[config.mk]
export PLATFORM = sky130hd
export DESIGN_NAME = csl_loader
export DESIGN_NICKNAME = d
export VERILOG_FILES = /design/src/shared/csl_pkg.sv /design/src/verilog/csl_loader.sv
export VERILOG_INCLUDE_DIRS = /design/src /design/src/shared
export SDC_FILE = /design/constraint.sdc
export NUM_CORES = 1
export LEC_CHECK = 0
export ABC_CLOCK_PERIOD_IN_PS = 3390
export BUFFER_PORTS_ARGS = -buffer_cell sky130_fd_sc_hd__buf_4
export CAP_MARGIN = 30
export CORE_ASPECT_RATIO = 1.75
export CORE_UTILIZATION = 50
export CTS_CLUSTER_DIAMETER = 60
export DETAILED_ROUTE_END_ITERATION = 10
export GPL_TIMING_DRIVEN = 0
export PLACE_DENSITY_LB_ADDON = 0.15
export SYNTH_ARGS = -nofsm -noshare
export SYNTH_HDL_FRONTEND = slang
export SYNTH_SLANG_ARGS = --single-unit
[constraint.sdc]
create_clock -name clk -period 3.39 [get_ports clk]
set_input_delay 0.5085 -clock clk [delete_from_list [all_inputs] [get_ports clk]]
set_output_delay 0.5085 -clock clk [all_outputs]
set_load 0.02 [all_outputs]
[src/shared/csl_map.svh]
// Register map, field positions, reset values and timing counts of the clock setup loader.
`ifndef CSL_MAP_SVH
`define CSL_MAP_SVH

// ==========================================================================
// Register offsets (byte addresses)
`define CSL_OFF_CTRL        32'h0000_0000
`define CSL_OFF_CMD         32'h0000_0004
`define CSL_OFF_STATUS      32'h0000_0008

// ==========================================================================
// Field positions
`define CSL_CTRL_PROF_LSB   0
`define CSL_CTRL_MASK_LSB   2
`define CSL_CMD_RESTART     0
`define CSL_ST_DONE         0
`define CSL_ST_BUSY         1
`define CSL_ST_NACK         2
`define CSL_ST_INDEX_LSB    8

// ==========================================================================
// Reset values
`define CSL_RST_PROFILE     2'h0
`define CSL_RST_MASK        6'h00

// ==========================================================================
// Profiles and output mask bits
`define CSL_PROFILE_0       2'h0
`define CSL_PROFILE_1       2'h1
`define CSL_PROFILE_2       2'h2
`define CSL_OFF_MEZZ_A      0
`define CSL_OFF_MEZZ_D      1
`define CSL_OFF_SATA_HOST   2
`define CSL_OFF_SATA_DEV    3
`define CSL_OFF_PCIE        4
`define CSL_OFF_DDR3        5

// ==========================================================================
// Table coding
`define CSL_WAIT_MARK       16'hFFFF
`define CSL_FIRST_DELAY     32'hFFFF_0320
`define CSL_LAST_INDEX      5'h1A
`define CSL_MEZZ_DIV_REG    16'h0006
`define CSL_MEZZ_DIV_P0     16'h0005
`define CSL_MEZZ_DIV_P1     16'h0004
`define CSL_MEZZ_DIV_P2     16'h0003
`define CSL_PWRDN_A         16'h0040
`define CSL_PWRDN_B         16'h0080

// ==========================================================================
// Timing
`define CSL_CLK_FREQ_KHZ    200000
`define CSL_SCL_FREQ_KHZ    20
`define CSL_SCL_QUARTER_CYC (`CSL_CLK_FREQ_KHZ / (`CSL_SCL_FREQ_KHZ * 4))

`endif

[src/shared/csl_pkg.sv]
// Types shared by the clock setup loader.
package csl_pkg;

  // ==========================================================================
  // Sequencer states
  typedef enum logic [2:0] {
    CSL_IDLE,
    CSL_FETCH,
    CSL_WAIT,
    CSL_START,
    CSL_BIT,
    CSL_STOP
  } csl_state_t;

endpackage

[src/verilog/csl_loader.sv]
// Power-up setup loader that writes a register table to a clock generator over I2C.
//
// Overview of operation
// [RQ1] Runs on clk, synchronous active-low reset.
// [RQ2] Done output low while loading, high after.
// [RQ3] Two-bit profile selects one of three tables.
// [RQ4] Profiles set mezzanine outputs 100/125/150 MHz.
// [RQ5] Six-bit mask powers down individual outputs.
// [RQ6] Reset rising edge reruns with new settings; the code reruns with CTRL back at reset values (profile 0, no outputs masked).
// [RQ7] First step waits 0x0320 serial clock periods.
// [RQ8] Controller drives SCL, open-drain SDA with acks.
// [RQ9] Entry: register in upper half, value lower.
`timescale 1ns/100ps
`include "csl_map.svh"

module csl_loader
  import csl_pkg::*;
#(
  parameter int QUARTER_CYCLES = `CSL_SCL_QUARTER_CYC,
  parameter logic [6:0] DEV_ADDR = 7'h54  // Arbitrary target address.
) (
  // Clock and reset
  input  wire logic        clk,
  input  wire logic        rst_b,
  // AHB-Lite slave
  input  wire logic        hsel,
  input  wire logic [31:0] haddr,
  input  wire logic [1:0]  htrans,
  input  wire logic        hwrite,
  input  wire logic [2:0]  hsize,
  input  wire logic [31:0] hwdata,
  input  wire logic        hready,
  output logic             hreadyout,
  output logic [31:0]      hrdata,
  output logic             hresp,
  // I2C link
  output logic             scl,
  input  wire logic        sda_in,
  output logic             sda_out,
  output logic             sda_oe,
  // Status
  output logic             setup_done
);

  // ==========================================================================
  // Table
  function automatic logic [31:0] base_entry(input logic [4:0] idx);
    case (idx)
      5'h00: base_entry = `CSL_FIRST_DELAY;
      5'h01: base_entry = 32'h0003_0000;
      5'h02: base_entry = 32'hFFFF_007D;
      5'h03: base_entry = 32'h0003_0040;
      5'h04: base_entry = 32'hFFFF_007D;
      5'h05: base_entry = 32'h0000_01B9;
      5'h06: base_entry = 32'h0001_0000;
      5'h07: base_entry = 32'h0002_0017;
      5'h08: base_entry = 32'h0003_00F5;
      5'h09: base_entry = 32'h0004_30EB;
      5'h0A: base_entry = 32'h0005_0001;
      5'h0B: base_entry = 32'h0006_0005;
      5'h0C: base_entry = 32'h0007_0001;
      5'h0D: base_entry = 32'h0008_0005;
      5'h0E: base_entry = 32'h0009_0001;
      5'h0F: base_entry = 32'h000A_0030;
      5'h10: base_entry = 32'h000B_0000;
      5'h11: base_entry = 32'h000C_0001;
      5'h12: base_entry = 32'h000D_0030;
      5'h13: base_entry = 32'h000E_0000;
      5'h14: base_entry = 32'h000F_0201;
      5'h15: base_entry = 32'h0010_0014;
      5'h16: base_entry = 32'h0011_0000;
      5'h17: base_entry = 32'h0012_0001;
      5'h18: base_entry = 32'h0013_0000;
      5'h19: base_entry = 32'h0014_0000;
      default: base_entry = 32'hFFFF_007D;
    endcase
  endfunction

  function automatic logic [15:0] mezz_div(input logic [1:0] prof);
    if (prof == `CSL_PROFILE_1) begin
      mezz_div = `CSL_MEZZ_DIV_P1;
    end else if (prof == `CSL_PROFILE_2) begin
      mezz_div = `CSL_MEZZ_DIV_P2;
    end else begin
      mezz_div = `CSL_MEZZ_DIV_P0;
    end
  endfunction

  // Power-down bits that the mask adds to each output's control register.
  function automatic logic [15:0] off_bits(input logic [15:0] reg_a, input logic [5:0] m);
    off_bits = 16'h0000;
    if (reg_a == 16'h0005 && m[`CSL_OFF_MEZZ_A]) off_bits = `CSL_PWRDN_A;
    if (reg_a == 16'h0007 && m[`CSL_OFF_MEZZ_D]) off_bits = `CSL_PWRDN_A;
    if (reg_a == 16'h0009 && m[`CSL_OFF_SATA_HOST]) off_bits = `CSL_PWRDN_A;
    if (reg_a == 16'h000C && m[`CSL_OFF_SATA_DEV]) off_bits = `CSL_PWRDN_A;
    if (reg_a == 16'h000F) begin
      off_bits = (m[`CSL_OFF_PCIE] ? `CSL_PWRDN_A : 16'h0000) | (m[`CSL_OFF_DDR3] ? `CSL_PWRDN_B : 16'h0000);
    end
  endfunction

  // ==========================================================================
  // Registers and bus
  logic [1:0]  profile;
  logic [5:0]  off_mask;
  logic        restart;
  logic        nack_seen;
  logic [4:0]  index;
  csl_state_t  state;
  logic        wr_pend;
  logic [3:0]  wr_sel;
  logic [31:0] cur_entry;
  logic        addr_ok;

  assign addr_ok   = hsel && hready && htrans[1];
  assign hreadyout = 1'b1;
  assign hresp     = 1'b0;
  assign restart   = wr_pend && wr_sel[1] && hwdata[`CSL_CMD_RESTART];

  always_ff @(posedge clk) begin
    if (!rst_b) begin
      wr_pend <= 1'b0;
      wr_sel  <= 4'h0;
      hrdata  <= 32'h0000_0000;
    end else begin
      wr_pend <= addr_ok && hwrite;
      wr_sel  <= 4'h0;
      if (haddr == `CSL_OFF_CTRL) begin
        wr_sel <= 4'h1;
      end else if (haddr == `CSL_OFF_CMD) begin
        wr_sel <= 4'h2;
      end else if (haddr == `CSL_OFF_STATUS) begin
        wr_sel <= 4'h4;
      end
      if (addr_ok && !hwrite) begin
        hrdata <= 32'h0000_0000;
        if (haddr == `CSL_OFF_CTRL) begin
          hrdata <= {24'h00_0000, off_mask, profile};
        end else if (haddr == `CSL_OFF_STATUS) begin
          hrdata <= {19'h0_0000, index, 5'h00, nack_seen, state != CSL_IDLE, setup_done};
        end
      end
    end
  end

  always_ff @(posedge clk) begin
    if (!rst_b) begin
      profile  <= `CSL_RST_PROFILE;
      off_mask <= `CSL_RST_MASK;
    end else if (wr_pend && wr_sel[0]) begin
      profile  <= hwdata[`CSL_CTRL_PROF_LSB +: 2]; // RQ3
      off_mask <= hwdata[`CSL_CTRL_MASK_LSB +: 6]; // RQ5
    end
  end

  // ==========================================================================
  // Sequencer
  logic        sda_meta;
  logic        sda_sync;
  logic [11:0] qcnt;
  logic        tick;
  logic [1:0]  phase;
  logic [15:0] delay_left;
  logic [39:0] frame;
  logic [3:0]  bit_cnt;
  logic [2:0]  byte_cnt;
  logic        next_scl;
  logic        next_pull;
  logic        last_q;

  always_comb begin
    cur_entry = base_entry(index); // RQ9
    if (cur_entry[31:16] == `CSL_MEZZ_DIV_REG) begin
      cur_entry[15:0] = mezz_div(profile); // RQ4
    end
    cur_entry[15:0] = cur_entry[15:0] | off_bits(cur_entry[31:16], off_mask); // RQ5
  end

  always_ff @(posedge clk) begin
    if (!rst_b) begin
      sda_meta <= 1'b1;
      sda_sync <= 1'b1;
    end else begin
      sda_meta <= sda_in;
      sda_sync <= sda_meta;
    end
  end

  assign tick   = (qcnt == 12'(QUARTER_CYCLES - 1));
  assign last_q = tick && (phase == 2'h3);

  always_ff @(posedge clk) begin
    if (!rst_b || state == CSL_FETCH) begin
      qcnt <= 12'h000;
    end else begin
      qcnt <= tick ? 12'h000 : qcnt + 12'h001;
    end
  end

  // A rising reset restarts from step 0 with CTRL back at its reset values (profile 0, no outputs masked).
  always_ff @(posedge clk) begin
    if (!rst_b) begin
      state      <= CSL_FETCH; // RQ1 RQ6
      index      <= 5'h00;
      phase      <= 2'h0;
      delay_left <= 16'h0000;
      frame      <= 40'h00_0000_0000;
      bit_cnt    <= 4'h0;
      byte_cnt   <= 3'h0;
      setup_done <= 1'b0;
    end else if (restart) begin
      state      <= CSL_FETCH; // RQ6
      index      <= 5'h00;
      setup_done <= 1'b0;
    end else begin
      if (tick) begin
        phase <= phase + 2'h1;
      end
      case (state)
        CSL_FETCH: begin
          phase <= 2'h0;
          if (cur_entry[31:16] == `CSL_WAIT_MARK) begin
            delay_left <= cur_entry[15:0]; // RQ7 RQ9
            state      <= CSL_WAIT;
          end else begin
            frame    <= {DEV_ADDR, 1'b0, cur_entry}; // RQ9
            bit_cnt  <= 4'h0;
            byte_cnt <= 3'h0;
            state    <= CSL_START;
          end
        end
        CSL_WAIT: begin
          if (delay_left == 16'h0000 || (last_q && delay_left == 16'h0001)) begin
            if (index == `CSL_LAST_INDEX) begin
              state      <= CSL_IDLE;
              setup_done <= 1'b1; // RQ2
            end else begin
              index <= index + 5'h01;
              state <= CSL_FETCH;
            end
          end else if (last_q) begin
            delay_left <= delay_left - 16'h0001; // RQ7
          end
        end
        CSL_START: begin
          if (last_q) begin
            state <= CSL_BIT;
          end
        end
        CSL_BIT: begin
          if (last_q) begin
            if (bit_cnt == 4'h8) begin
              bit_cnt  <= 4'h0;
              byte_cnt <= byte_cnt + 3'h1;
              if (byte_cnt == 3'h4) begin
                state <= CSL_STOP;
              end
            end else begin
              frame   <= {frame[38:0], 1'b0};
              bit_cnt <= bit_cnt + 4'h1;
            end
          end
        end
        CSL_STOP: begin
          if (last_q) begin
            delay_left <= 16'h0000;
            state      <= CSL_WAIT;
          end
        end
        default: begin
          state <= CSL_IDLE;
        end
      endcase
    end
  end

  // A missing acknowledge is recorded but the table still runs to the end.
  always_ff @(posedge clk) begin
    if (!rst_b) begin
      nack_seen <= 1'b0;
    end else if (state == CSL_BIT && bit_cnt == 4'h8 && phase == 2'h2 && tick && sda_sync) begin
      nack_seen <= 1'b1; // RQ8
    end else if (wr_pend && wr_sel[2] && hwdata[`CSL_ST_NACK]) begin
      nack_seen <= 1'b0;
    end
  end

  // ==========================================================================
  // Line drive
  always_comb begin
    next_scl  = 1'b1;
    next_pull = 1'b0;
    case (state)
      CSL_START: begin
        next_scl  = (phase < 2'h2);
        next_pull = (phase != 2'h0);
      end
      CSL_BIT: begin
        next_scl  = (phase == 2'h1) || (phase == 2'h2);
        next_pull = (bit_cnt != 4'h8) && !frame[39]; // RQ8
      end
      CSL_STOP: begin
        next_scl  = (phase != 2'h0);
        next_pull = (phase < 2'h2);
      end
      default: begin
        next_scl  = 1'b1;
        next_pull = 1'b0;
      end
    endcase
  end

  assign sda_out = 1'b0;

  always_ff @(posedge clk) begin
    if (!rst_b) begin
      scl    <= 1'b1;
      sda_oe <= 1'b0;
    end else begin
      scl    <= next_scl; // RQ8
      sda_oe <= next_pull;
    end
  end
endmodule

==> results.toml, run 1 <==
[clocking]
cts_max_path_buffers = 2
cts_hold_buf = 0
htree_levels = 4
cts_buffers = 17
clk_latency_ns = 0.42
cts-root-buf = "clkbuf_16"
clkSinkCount = 133
cts.clk_slew.worst_paths_ns = 0.06
cts_tree = "done"

[final_layout]
post-route-cell-area_mm2 = 0.00828
regArea_mm2 = 0.00266
final_common_cell = "dfxtp_1"
instances_no_fill = 1113
multi_input_area_mm2 = 0.00375
syn_to_final_growth_pct = 23.5
nets = 1025
final_cell_mix = "dfxtp_1 (133), nor2_1 (96), buf_4 (90)"
final_core_util_pct = 63.6
num_antenna_cells = 0
layout-drive-gt1-share_pct = 18.3
n_fill_cell = 1150

[die]
ios = 113
fp.dieArea_mm2 = 0.0139
dieWidth_um = 89.5
die_h_um = 155
row_count = 55
core-area_mm2 = 0.0130
start_util_pct = 51.5

[yosys]
synth_seq_area_share_pct = 39.7
synth_top_cell_by_area = "dfxtp_1"
synth_edf_count = 0
synthArstFlopShare_pct = 0
syn_area_mm2 = 0.00670
synth_ff_type = "dfxtp_1"
synthTopCellsByArea = "dfxtp_1 (40%), nor2_1 (5.4%), nand2_1 (4.9%)"
yosysUniqueCellTypes = 76
synth.top_cell.area_share_pct = 39.7
ys_seq_elements = 133
synth_cells = 822
ys_warn_count = 0
synth.avg_cell_area_um2 = 8.16

[timing]
tightest_slew_ns = 0.866
fin_crit_ns = 3.21
setup-violations-final = 0
finalHoldViolCount = 0
relSlewSlack_pct = 42.1
slew_viol_final = 0
grt_setup_unrepaired = "no"
fmax_mhz = 311
period_share_pct = 94.7
setup-tns-final_ns = 0
skew_ns = 0.0114

[global_routing]
grt-ovfl-total = 0
grt_use_met2_pct = 52.5
grt_use_met1_pct = 30.5
met3_usage_pct = 4.77
grt_pass1_vias = 6519
busiest_layer = "met2"
grt_pass1_wl_um = 31100
grtUsageTotal_pct = 29.2
grt_max_degree = 17
antenna_found_initial = 0

[routing]
drt-total-wl_um = 19400
drt_iter0_drc = 458
ant_nets = 0
first_pass_iters = 5
drc_errors = 0
via_per_inst = 5.88
wl_per_cell_um = 17.4
vias = 6546

[placed_design]
dp_hpwl_um = 14700
io_buffer_count = 60
place_area_mm2 = 0.00744
routabilityCongestion = 0.948
dp_cells = 1073

[power_and_ir_drop]
total_power_mw = 4.94
p_leak_nw = 3.23
ir_drop_mv = 0.352
power_density_mw_per_mm2 = 596

[worst_setup_path]
slowest_stage = "or4b_4"
arrival_ns = 3.49
crit_path_end_kind = "flop"
cp.required_ns = 3.67
worstPathMaxFanout = 10
crit_type = "reg2reg"
slowest_delay_ns = 0.53
cp_cell_sequence = "ha_1 -> or4b_4 -> o41a_1 -> buf_4 -> nor3_4 -> mux2i_2 -> clkbuf_4 -> a21oi_2 -> a22oi_2 -> o211ai_1"
startpoint_type = "flop"

[hold_path]
hold_class = "in2reg"

[run]
cap_viol_max_count = 0

[outcome]
status = "completed"
layer usage:
metal / share of wire, % / vias up
met3: 3.8 / 71
met5: 0 / -
met1: 37 / 3123
met4: 5.8 / 0
met2: 53 / 217
li1: - / 3135
flip-flops by register name (all words and copies together) (netlist names), 3 cells and up, named ones only:
| name | flops |
|---|---|
| byte_cnt | 3 |
| bit_cnt | 4 |
| off_mask | 6 |
| state | 3 |
| delay_left | 16 |
| qcnt | 12 |
| wr_sel | 3 |
| hrdata | 13 |
| index | 5 |
| cur_entry | 6 |
| frame | 40 |
synthesized netlist by cell type, types with 3 or more instances:
cell type	instances
o21ai_1	4
dfxtp_1	133
a22oi_1	29
nor3b_1	7
xor2_1	9
o31ai_1	3
or2_2	5
o211ai_1	7
o221a_2	3
and3_1	8
mux2_2	3
a311oi_1	13
nor2_1	97
or3_1	3
o211a_1	4
a21oi_1	45
nand2_1	88
o221ai_1	4
inv_1	21
mux2i_1	4
or4_1	3
a21boi_0	4
a32oi_1	4
nand4_1	13
o2111ai_1	4
nor3_1	26
and2_1	5
nor4_1	13
nor2b_1	12
nand3b_1	3
a211oi_1	14
o21ai_0	28
buf_2	8
clkbuf_1	43
a21o_1	3
buf_4	22
xnor2_1	5
a31oi_1	6
ha_1	21
nand2b_1	8
nand3_1	40
a21boi_1	3
worst paths after layout:
kind	slack, ns	to	startpoint	depth (start not counted)
max	0.18	flop	qcnt[0]	10
min	0.28	sda_meta	sda_in	2
max reg2reg	0.18	flop	qcnt[0]	10
min reg2reg	0.46	frame[6]	frame[6]	2
timing repair:
action                     4_1_cts  5_1_grt
buffers inserted                 2        5
pin swaps                        1        4
gates cloned                     0        0
gates resized for setup         14       10
setup endpoints to repair       18       61
metrics by stage:
| stage | worst slack, ns | hold WS [ns] |
|---|---|---|
| after floorplan | 0.227 | 0.386 |
| after global placement | -0.522 | 0.437 |
| after detailed placement | -0.579 | 0.441 |
| after CTS | -0.00269 | 0.276 |
| after global routing | 0.0129 | 0.287 |
| final | 0.180 | 0.280 |
cell families after synthesis:
kind of cell,after synthesis,share of synthesized area [%]
DFF,133,39.7
xor gates and xnor gates,14,1.83
and+or+nand+nor,346,25.3
buffers and inverters,99,7.04
AOI/OAI and AO/OA,200,20.9
muxes,7,1.10
adders and majority gates,21,3.92
other,2,0.112
worst max-delay path: cells and delay by family, from the launching register on:
kind,cells,cell delay [ns]
adder cells (fa/ha/maj),1,0.22
flip-flops,1,0.36
AO/OA/AOI/OAI,4,0.92
multiplexers,1,0.29
AND/OR/NAND/NOR,2,0.78
buffers and inverters,2,0.49
where the power goes:
part	internal, mW	total, mW	switching [mW]	leakage (nW)
combinational	0.390	1.10	0.708	1.84
sequential	1.69	1.80	0.104	1.08
clock	1.33	2.04	0.710	0.322
total	3.41	4.94	1.52	3.23
layout make-up:
type / count / area share (%)
buffer: 76 / 4.75
clock buffer: 18 / 5.31
clock inverter: 14 / 2.66
inverter: 23 / 1.04
multi-input combinational: 610 / 45.4
sequential: 133 / 32.2
tap: 171 / 2.58
timing repair buffer: 68 / 6.14
Note: power is estimated with default switching activity, not from simulation.
==> run 2: changes to the inputs <==
--- a/config.mk
+++ b/config.mk
@@ -6,11 +6,11 @@
 export SDC_FILE = /design/constraint.sdc
 export NUM_CORES = 1
 export LEC_CHECK = 0
-export ABC_CLOCK_PERIOD_IN_PS = 3390
+export ABC_CLOCK_PERIOD_IN_PS = 3300
 export BUFFER_PORTS_ARGS = -buffer_cell sky130_fd_sc_hd__buf_4
 export CAP_MARGIN = 30
 export CORE_ASPECT_RATIO = 1.75
-export CORE_UTILIZATION = 50
+export CORE_UTILIZATION = 57
 export CTS_CLUSTER_DIAMETER = 60
 export DETAILED_ROUTE_END_ITERATION = 10
 export GPL_TIMING_DRIVEN = 0
==> constraint.sdc (replaced) <==
create_clock -name clk -period 3.3 [get_ports clk]
set_input_delay 0.495 -clock clk [delete_from_list [all_inputs] [get_ports clk]]
set_output_delay 0.495 -clock clk [all_outputs]
set_load 0.02 [all_outputs]
==> run 2 against run 1 <==
- the run now ends with design-rule violations left
- sequential cell count stayed put
- non-clock buffer count is 1 lower
- critical path depth is 1 higher
- total power fell by 2.2%
- register-to-register slack got worse by 0.12 ns
- critical path type unchanged
- largest power group is now sequential cells
- highest routed layer unchanged
==> results.toml, run 2 (synthesis results as in run 1) <==
[global_routing]
grt_max_degree = 17
grt_use_met2_pct = 60.3
antenna_found_initial = 0
grt_pass1_vias = 6534
grt_pass1_wl_um = 31400
busiest_layer = "met2"
met3_usage_pct = 6.58
grt-ovfl-total = 0
grtUsageTotal_pct = 32.6
grt_use_met1_pct = 32.3

[routing]
via_per_inst = 6.12
vias = 6587
drt-total-wl_um = 19600
first_pass_iters = 10
drc_errors = 2
drt_iter0_drc = 452
ant_nets = 0
wl_per_cell_um = 18.2

[timing]
finalHoldViolCount = 0
slew_viol_final = 0
setup-tns-final_ns = 0
tightest_slew_ns = 0.971
skew_ns = 0.00836
fmax_mhz = 308
fin_crit_ns = 3.24
relSlewSlack_pct = 34.7
holdWs_ns = 0.253
setup-violations-final = 0
period_share_pct = 98.2
setup_slack_ns = 0.0578
grt_setup_unrepaired = "yes"

[placed_design]
pre_cts_ws_ns = -0.762
dp_hpwl_um = 14700
io_buffer_count = 60
dp_cells = 1037
routabilityCongestion = 0.907

[final_layout]
n_fill_cell = 954
syn_to_final_growth_pct = 21.8
instances_no_fill = 1076
nets = 1024
regMostFlops = "frame"
regArea_mm2 = 0.00267
biggestRegsByFlops = "frame x40, delay_left x16, hrdata x13"
final_core_util_pct = 70.9
num_antenna_cells = 0
final_common_cell = "dfxtp_1"
layout-drive-gt1-share_pct = 18.6
final_cell_mix = "dfxtp_1 (131), nor2_1 (96), buf_4 (89)"
multi_input_area_mm2 = 0.00376
largest_reg_flops = 40

[worst_setup_path]
worstPathMaxFanout = 10
slowest_delay_ns = 0.54
arrival_ns = 3.59
crit_type = "reg2reg"
cp.required_ns = 3.65
crit_path_end_kind = "flop"
startpoint_type = "flop"
slowest_stage = "or4_4"
cp_cell_sequence = "ha_2 -> or4b_4 -> o41a_1 -> buf_4 -> or4_4 -> a21o_1 -> inv_2 -> buf_8 -> nand2_2 -> a221o_1 -> o21ai_1"

[clocking]
cts_tree = "done"
cts-root-buf = "clkbuf_16"
cts_buffers = 17
cts.clk_slew.worst_paths_ns = 0.06
clk_latency_ns = 0.43
clkSinkCount = 133
cts_max_path_buffers = 2
htree_levels = 4

[die]
die_h_um = 145
core-area_mm2 = 0.0115
row_count = 52
start_util_pct = 58.2
ios = 113
fp.dieArea_mm2 = 0.0122
dieWidth_um = 84.0

[power_and_ir_drop]
ir_drop_mv = 0.383
power_density_mw_per_mm2 = 592
p_leak_nw = 3.18

[hold_path]
hold_class = "in2reg"

[outcome]
status = "finished, violations left"
violations = "design-rule violations"

[run]
cap_viol_max_count = 0
==> run 2: cell count changes in the layout (fill, tap and decap cells not counted), sizes merged <==
| cell | delta |
|---|---|
| bufinv | -4 |
| clkinvlp | +2 |
| inv | +2 |
| clkbuf | -1 |
==> run 2: timing repair <==
action | CTS | global route
endpoints found under the setup margin | 43 | 26
hold buffers | 0 | 0
pin swaps | 5 | 4
setup buffers | 4 | 3
resized for setup | 13 | 18
==> run 2: worst paths after layout <==
path,startpoint,end,slack (ns),cells past startpoint
max,qcnt[0],flop,0.06,11
min,sda_in,sda_meta,0.25,2
max reg2reg,qcnt[0],flop,0.06,11
min reg2reg,sda_meta,sda_sync,0.42,1
==> run 2: stage by stage <==
stage / instance area [µm²] / total power [mW]
after floorplan: 6780 / 2.60
after global placement: 7400 / 2.88
after CTS: 8090 / 4.78
final: 8160 / 4.83
after detailed placement: 7400 / 2.91
after global routing: 8160 / 5.02
==> run 2: layout make-up <==
cell class	instances	area share, %
multi-input combinational	610	46.0
sequential	133	32.7
timing repair buffer	67	6.16
clock buffer	18	5.38
buffer	76	4.89
tap	135	2.07
clock inverter	14	1.72
inverter	23	1.06
==> run 2: worst max-delay path: cells and delay by family, from the launching register on <==
family,cells,cell delay (ns)
and+or+nand+nor,3,1.12
AOI/OAI and AO/OA,4,1.08
buffers and inverters,3,0.40
DFF,1,0.36
adders and majority gates,1,0.19
==> run 2: metal layers <==
metal  vias up  share of wire, %
li1       3141                 -
met1      3112                36
met2       249                54
met3        85               5.1
met4         0               5.8
met5         -                 0
==> run 2: where the power goes <==
group          switching (mW)  internal (mW)
clock network           0.761           1.07
registers               0.107           1.74
logic                   0.736          0.413
total                    1.60           3.22
